File: src/rtl/iodsc_pkg.sv
// Package for the I/O decode and instruction/data split control block.
// Assumes a 32-bit APB register bus and a single system clock domain.
package iodsc_pkg;

  // Register offset and layout of the control register.
  localparam logic [11:0] IODSC_CTRL_OFFSET = 12'h010;
  localparam int IODSC_CTRL_WIDTH = 8;
  localparam logic [7:0] IODSC_CTRL_RESET = 8'h00;
  localparam logic [7:0] IODSC_CTRL_WMASK = 8'hbf;

  // Bit positions inside the control register.
  localparam int IODSC_BIT_WIDE_IO = 7;
  localparam int IODSC_BIT_RSVD = 6;
  localparam int IODSC_BIT_DATA_ONLY = 5;
  localparam int IODSC_BIT_FORCE_CS1 = 4;
  localparam int IODSC_BIT_DSEG_A19 = 3;
  localparam int IODSC_BIT_DSEG_A16 = 2;
  localparam int IODSC_BIT_ROOT_A19 = 1;
  localparam int IODSC_BIT_ROOT_A16 = 0;

  // Internal I/O address widths and the narrow-mode mask.
  localparam int IODSC_IO_ADDR_W = 16;
  localparam logic [15:0] IODSC_NARROW_MASK = 16'h00ff;

  // Physical address width and the two bits that may be inverted.
  localparam int IODSC_PHYS_W = 20;
  localparam int IODSC_A16 = 16;
  localparam int IODSC_A19 = 19;

  // Per-access qualifiers from the segment decoder and sequencer.
  typedef struct packed {
    logic rootSeg;
    logic data_segment;
    logic dataAccess;
  } iodsc_qual_t;

  // Decoded control fields.
  typedef struct packed {
    logic wideIo;
    logic dataOnly;
    logic forceCs1;
    logic dsegA19;
    logic dsegA16;
    logic rootA19;
    logic rootA16;
  } iodsc_ctrl_t;

endpackage

File: src/rtl/iodsc_addr_mod.sv
// Address modifier: inverts A16/A19 per segment and control fields.
// Assumes qualifiers are valid together with the physical address.
`timescale 1ns/1ps
module iodsc_addr_mod (
  // Control and qualifiers.
  input wire iodsc_pkg::iodsc_ctrl_t ctrl,
  input wire iodsc_pkg::iodsc_qual_t qual,
  // Addresses.
  input wire logic [iodsc_pkg::IODSC_PHYS_W-1:0] physAddr,
  output logic [iodsc_pkg::IODSC_PHYS_W-1:0] modAddr
);
  import iodsc_pkg::*;

  logic qualifies;
  logic invA16;
  logic invA19;

  // In split mode only data accesses qualify; otherwise every access does.
  assign qualifies = !ctrl.dataOnly || qual.dataAccess;

  // Pick the inversion for the segment the access falls into.
  assign invA16 = qualifies && ((qual.data_segment && ctrl.dsegA16) ||
                  (qual.rootSeg && ctrl.rootA16));
  assign invA19 = qualifies && ((qual.data_segment && ctrl.dsegA19) ||
                  (qual.rootSeg && ctrl.rootA19));

  // Apply the inversions ahead of the bank select decision.
  always_comb begin
    modAddr = physAddr;
    modAddr[IODSC_A16] = physAddr[IODSC_A16] ^ invA16;
    modAddr[IODSC_A19] = physAddr[IODSC_A19] ^ invA19;
  end

endmodule

File: src/rtl/iodsc_top.sv
// Top of the I/O decode and instruction/data split control block.
// Assumes an APB master on sys_clk and qualifiers from the same clock.
//
// Summary of operation
// - Reset leaves narrow eight-bit internal I/O decoding selected.
// - Bit 7 clear: decode internal I/O from low eight address bits.
// - Bit 7 set: decode the full internal I/O address width.
// - Bit 6 ignores writes and always reads zero.
// - Bit 5 clear: inversions apply to fetches and data accesses alike.
// - Bit 5 set: inversions apply to data accesses only.
// - Bit 4 set forces the first memory chip select active.
// - Bit 3 set inverts A19 on data-segment accesses before bank select.
// - Bit 2 set inverts A16 on data-segment accesses.
// - Bit 1 set inverts A19 on root-segment accesses before bank select.
// - Bit 0 set inverts A16 on root-segment accesses.
//
// The APB register port was decided locally.
`timescale 1ns/1ps
module iodsc_top (
  // Clock and reset.
  input wire logic sys_clk,
  input wire logic rst_b,
  // APB slave.
  input wire logic psel,
  input wire logic penable,
  input wire logic pwrite,
  input wire logic [11:0] paddr,
  input wire logic [31:0] pwdata,
  output logic [31:0] prdata,
  output logic pready,
  output logic pslverr,
  // Internal I/O decode.
  input wire logic [iodsc_pkg::IODSC_IO_ADDR_W-1:0] ioAddr,
  output logic [iodsc_pkg::IODSC_IO_ADDR_W-1:0] ioDecodeAddr,
  // Memory path.
  input wire iodsc_pkg::iodsc_qual_t accessQual,
  input wire logic [iodsc_pkg::IODSC_PHYS_W-1:0] physAddr,
  output logic [iodsc_pkg::IODSC_PHYS_W-1:0] bankAddr,
  input wire logic memoryChipSelectOneReq_n,
  output logic memoryChipSelectOne_n
);
  import iodsc_pkg::*;

  logic [IODSC_CTRL_WIDTH-1:0] ctrl_reg;
  logic [31:0] prdata_reg;
  logic pslverr_reg;
  logic [IODSC_PHYS_W-1:0] bankAddr_reg;
  logic [IODSC_PHYS_W-1:0] modAddr;
  logic [IODSC_IO_ADDR_W-1:0] ioDecode_reg;
  logic cs1_reg;
  logic apbAccess;
  logic hitCtrl;
  iodsc_ctrl_t ctrlFields;

  // Word-aligned register decode, used for reads and writes alike.
  function automatic logic isCtrl(input logic [11:0] addr);
    isCtrl = (addr[11:2] == IODSC_CTRL_OFFSET[11:2]);
  endfunction

  // The slave answers in the first access cycle, with no wait states.
  assign apbAccess = psel && penable;
  assign hitCtrl = isCtrl(paddr);
  assign pready = 1'b1;
  assign prdata = prdata_reg;
  assign pslverr = pslverr_reg;

  // Control register write; bit 6 is masked off so it stays zero.
  always_ff @(posedge sys_clk or negedge rst_b) begin
    if (!rst_b) begin
      ctrl_reg <= IODSC_CTRL_RESET;
    end else if (apbAccess && pwrite && hitCtrl) begin
      ctrl_reg <= pwdata[7:0] & IODSC_CTRL_WMASK;
    end
  end

  // Read data is captured during setup so it is registered in access phase.
  always_ff @(posedge sys_clk or negedge rst_b) begin
    if (!rst_b) begin
      prdata_reg <= 32'h0000_0000;
    end else if (psel && !penable && !pwrite) begin
      prdata_reg <= hitCtrl ? {24'h00_0000, ctrl_reg} : 32'h0000_0000;
    end
  end

  // Unmapped addresses get an error answer; nothing is written.
  always_ff @(posedge sys_clk or negedge rst_b) begin
    if (!rst_b) begin
      pslverr_reg <= 1'b0;
    end else if (psel && !penable) begin
      pslverr_reg <= !hitCtrl;
    end
  end

  // Split the register into named fields.
  assign ctrlFields.wideIo = ctrl_reg[IODSC_BIT_WIDE_IO];
  assign ctrlFields.dataOnly = ctrl_reg[IODSC_BIT_DATA_ONLY];
  assign ctrlFields.forceCs1 = ctrl_reg[IODSC_BIT_FORCE_CS1];
  assign ctrlFields.dsegA19 = ctrl_reg[IODSC_BIT_DSEG_A19];
  assign ctrlFields.dsegA16 = ctrl_reg[IODSC_BIT_DSEG_A16];
  assign ctrlFields.rootA19 = ctrl_reg[IODSC_BIT_ROOT_A19];
  assign ctrlFields.rootA16 = ctrl_reg[IODSC_BIT_ROOT_A16];

  // Internal I/O decode address, narrow or wide by bit 7.
  always_ff @(posedge sys_clk or negedge rst_b) begin
    if (!rst_b) begin
      ioDecode_reg <= '0;
    end else if (ctrlFields.wideIo) begin
      ioDecode_reg <= ioAddr;
    end else begin
      ioDecode_reg <= ioAddr & IODSC_NARROW_MASK;
    end
  end
  assign ioDecodeAddr = ioDecode_reg;

  // Segment inversions, driven by per-access qualifiers.
  iodsc_addr_mod u_addr_mod (
    .ctrl(ctrlFields),
    .qual(accessQual),
    .physAddr(physAddr),
    .modAddr(modAddr)
  );

  // Registered bank-select address.
  always_ff @(posedge sys_clk or negedge rst_b) begin
    if (!rst_b) begin
      bankAddr_reg <= '0;
    end else begin
      bankAddr_reg <= modAddr;
    end
  end
  assign bankAddr = bankAddr_reg;

  // First memory chip select, forced low while bit 4 is set.
  always_ff @(posedge sys_clk or negedge rst_b) begin
    if (!rst_b) begin
      cs1_reg <= 1'b1;
    end else begin
      cs1_reg <= ctrlFields.forceCs1 ? 1'b0 : memoryChipSelectOneReq_n;
    end
  end
  assign memoryChipSelectOne_n = cs1_reg;
endmodule

File: config.mk
export PLATFORM = sky130hd
export DESIGN_NAME = iodsc_top
export DESIGN_NICKNAME = d
export VERILOG_FILES = /design/src/rtl/iodsc_pkg.sv /design/src/rtl/iodsc_addr_mod.sv /design/src/rtl/iodsc_top.sv
export SDC_FILE = /design/constraint.sdc
export NUM_CORES = 1
export LEC_CHECK = 0
export ABC_AREA = 0
export BUFFER_PORTS_ARGS = -buffer_cell sky130_fd_sc_hd__buf_2
export CAP_MARGIN = 15
export CORE_ASPECT_RATIO = 0.9
export CORE_MARGIN = 3
export CORE_UTILIZATION = 38
export CTS_CLUSTER_DIAMETER = 150
export DETAILED_ROUTE_END_ITERATION = 8
export PLACE_DENSITY = 0.91
export SLEW_MARGIN = 15
export SYNTH_ARGS = -nofsm -noshare
export SYNTH_HDL_FRONTEND = slang
export SYNTH_SLANG_ARGS = --single-unit
File: constraint.sdc
create_clock -name sys_clk -period 1.2 [get_ports sys_clk]
set_input_delay 0.12 -clock sys_clk [delete_from_list [all_inputs] [get_ports sys_clk]]
set_output_delay 0.12 -clock sys_clk [all_outputs]
set_load 0.03 [all_outputs]
==> flow_summary.yaml <==
yosys:
  syn-cell-area_mm2: 0.001876
  yosysWarnings: 0
  synth_ff_type: "dfrtp_1"
  avgSynthCellArea_um2: 13.79
  synthCells: 136
  synth-seq-cells: 52
  synth.top_cell.area_share_pct: 68.05
  synthArstFlopShare_pct: 100.0
  synth_cell_type_count: 21
  yosys.area.top_type: "dfrtp_1"
  synth_edf_count: 0
  ys_seq_area_share_pct: 69.45
  synthTopCellsByArea: "dfrtp_1 (68%), buf_4 (10%), mux2_2 (4.8%)"
power:
  leakage_nw: 1.528
  finalPower_w: 0.003671
  powerDensity_mw_per_mm2: 1273
  vdd_ir_drop_max_mv: 0.7251
die:
  fp-row-count: 23
  die_h_um: 72.65
  ioPinCount: 160
  initial_utilization_pct: 40.73
  die_area_mm2: 0.005816
  core_mm2: 0.004604
  die_x_um: 80.06
clock_network:
  clock_latency_ps: 290
  clk_pin_slew_worst_paths_ps: 80
  numCtsBuffers: 5
  cts_root_buf: "clkbuf_8"
  cts.sinks: 52
  htreeDepth: 2
  clk_path_buf_depth: 2
  cts_setup_buffers: 0
  cts_tree: "done"
placed_design:
  portBuffers: 106
  dp_hpwl_um: 3458
  dp.cells: 304
  place_congestion: 0.6843
cells_and_area:
  final_util_pct: 62.61
  multi_input_area_um2: 494.2
  antennaDiodeCount: 0
  drive_gt1_share_pct: 47.12
  largest_reg_flops: 20
  syn2layout_area_growth_pct: 53.70
  ff_latch_area_mm2: 0.001303
  final_cells: 340
  fillCellCount: 349
  nets: 367
setup_path:
  path_buf_inv: 2
  critical_path_class: "in2reg"
  reg2reg_to: "bankAddr[16]$_DFF_PN0_"
  worstRegToRegCells: 3
  cpPeakStageDelay_ps: 550
  cp-startpoint: "paddr[10]"
  crit_required_ps: 1380
  crit_family: "simple AND/OR/NAND/NOR gates"
  cp_common_cell: "buf_6"
  cp_max_fo: 7
  path_cells: "buf_6 > or4b_4 > nor4_4 > buf_6 > mux2_4"
  cp_data_arrival_time_ps: 1540
  start_kind: "input port"
  cp-end-kind: "flop"
  rr_startpoint: "ctrl_reg[2]$_DFFE_PN0P_"
  crit_slowest_cell: "or4b_4"
  r2r_setup_slack_ps: 260
global_route:
  grt_max_degree: 40
  grt_overflow: 0
  grt_pass1_wl_um: 7486
  grt_antenna_before_repair: 0
  grt_pass1_vias: 1581
  grt.total_usage_pct: 17.07
detailed_routing:
  routed_wl_um: 4936
  wl_per_cell_um: 14.52
  dr_total_vias: 1438
  drcViolationCount: 0
  drt_iter0_drc: 45
  drtPass1Iterations: 4
  via_per_inst: 4.229
  detail-route-antenna-nets: 0
sta:
  finalHoldViolations: 0
  fin_crit_sh_pct: 113.6
  finalMaxSlewViolations: 0
  setup-violations-final: 15
  whs_ps: 34.13
  fmax_mhz: 733.3
  setup_slack_ps: -163.7
  fin_crit_ps: 1364
  rsz0062_at_grt: "yes"
  fin_skew_ps: 2.198
worst_hold_path:
  min_path_type: "in2reg"
  holdPathEnd: "memoryChipSelectOne_n$_DFF_PN1_"
  hold_start: "memoryChipSelectOneReq_n"
  hold_depth: 2
run_status:
  failed_checks: "negative setup slack"
  status: "complete, but fails checks"
job:
  cap_viol_max_count: 0
[synth_stat cells, drive strengths merged (2+ instances only)]
cell / instances
nor2b: 3
and2: 8
xor2: 2
conb: 2
o21ai: 7
buf: 26
clkbuf: 2
dfrtp: 51
nand2: 14
mux2: 8
a22oi: 2
nor2: 2
[worst reg2reg max path, cell delays in order, from the launching register on]
cell     delay, ps
dfrtp_1        410
a22oi_1        200
nor2_1          80
xor2_1         140
[repair_timing]
item | CTS | global route
endpoints found under the hold margin | 39 | 1
resized for setup | 9 | 1
endpoints found under the setup margin | 15 | 15
hold buffers | 28 | 1
pin swaps | 3 | 2
[metal layers]
layer / vias to the layer above / GRT usage, % / share of wire, %
met5: - / 0 / 0
met4: 0 / 7.317 / 2.6
met3: 16 / 6.173 / 11
met2: 82 / 31.71 / 52
met1: 674 / 17.05 / 34
li1: 666 / - / -
[cells in the final DEF (no fill, tap or decap), types with 2 or more instances in the layout]
master / netlist / layout
buf_2: 0 / 104
dfrtp_1: 51 / 51
dlygate4sd3_1: 0 / 29
conb_1: 2 / 26
nand2_1: 14 / 14
and2_1: 8 / 8
mux2_4: 0 / 8
o21ai_1: 0 / 7
clkbuf_8: 0 / 5
nor2b_1: 3 / 3
buf_6: 0 / 3
a22oi_1: 2 / 2
nor2_1: 2 / 2
xor2_1: 2 / 2
bufinv_16: 0 / 2
buf_4: 26 / 2
[worst max-delay path by stage]
stage                     depth (start not counted)                 endpoint  slack [ps]
after floorplan                                   3  ctrl_reg[0]$_DFFE_PN0P_        -380
after global placement                            5  ctrl_reg[2]$_DFFE_PN0P_        -450
after detailed placement                          5  ctrl_reg[3]$_DFFE_PN0P_        -500
after CTS                                         5  ctrl_reg[3]$_DFFE_PN0P_        -150
after global routing                              5  ctrl_reg[3]$_DFFE_PN0P_        -180
final                                             5  ctrl_reg[3]$_DFFE_PN0P_        -160
[kinds of logic (layout without fill, tap and decap cells)]
kind of cell              Yosys count  count (layout)  synth area share (%)
buffers and inverters              28             146                 10.81
muxes                               8               8                 4.803
other                               2              26                0.4004
AOI/OAI and AO/OA                   9               9                 2.668
xor gates and xnor gates            2               2                0.9341
and+or+nand+nor                    35              35                 10.94
DFF                                52              52                 69.45
[stage by stage]
| step | area [um^2] | worst slack [ps] | setup TNS [ps] |
|---|---|---|---|
| after floorplan | 1983 | -384.8 | -4026 |
| final | 2883 | -163.7 | -1623 |
| after detailed placement | 2421 | -505.0 | -6410 |
| after CTS | 2867 | -148.6 | -1374 |
| after global routing | 2883 | -175.8 | -1814 |
| after global placement | 2421 | -446.5 | -5516 |
[final cells by class]
class	count	area share, %
clock buffer	5	2.387
timing repair buffer	139	30.51
sequential	52	45.18
tap	62	2.691
multi-input combinational	80	17.14
clock inverter	2	2.083
[power breakdown]
part | total [W] | internal, W | switching [W]
clock | 0.00133 | 0.000820 | 0.000513
sequential | 0.00182 | 0.00180 | 0.0000143
combinational | 0.000521 | 0.000190 | 0.000331
Note: power is estimated with default switching activity, not from simulation.
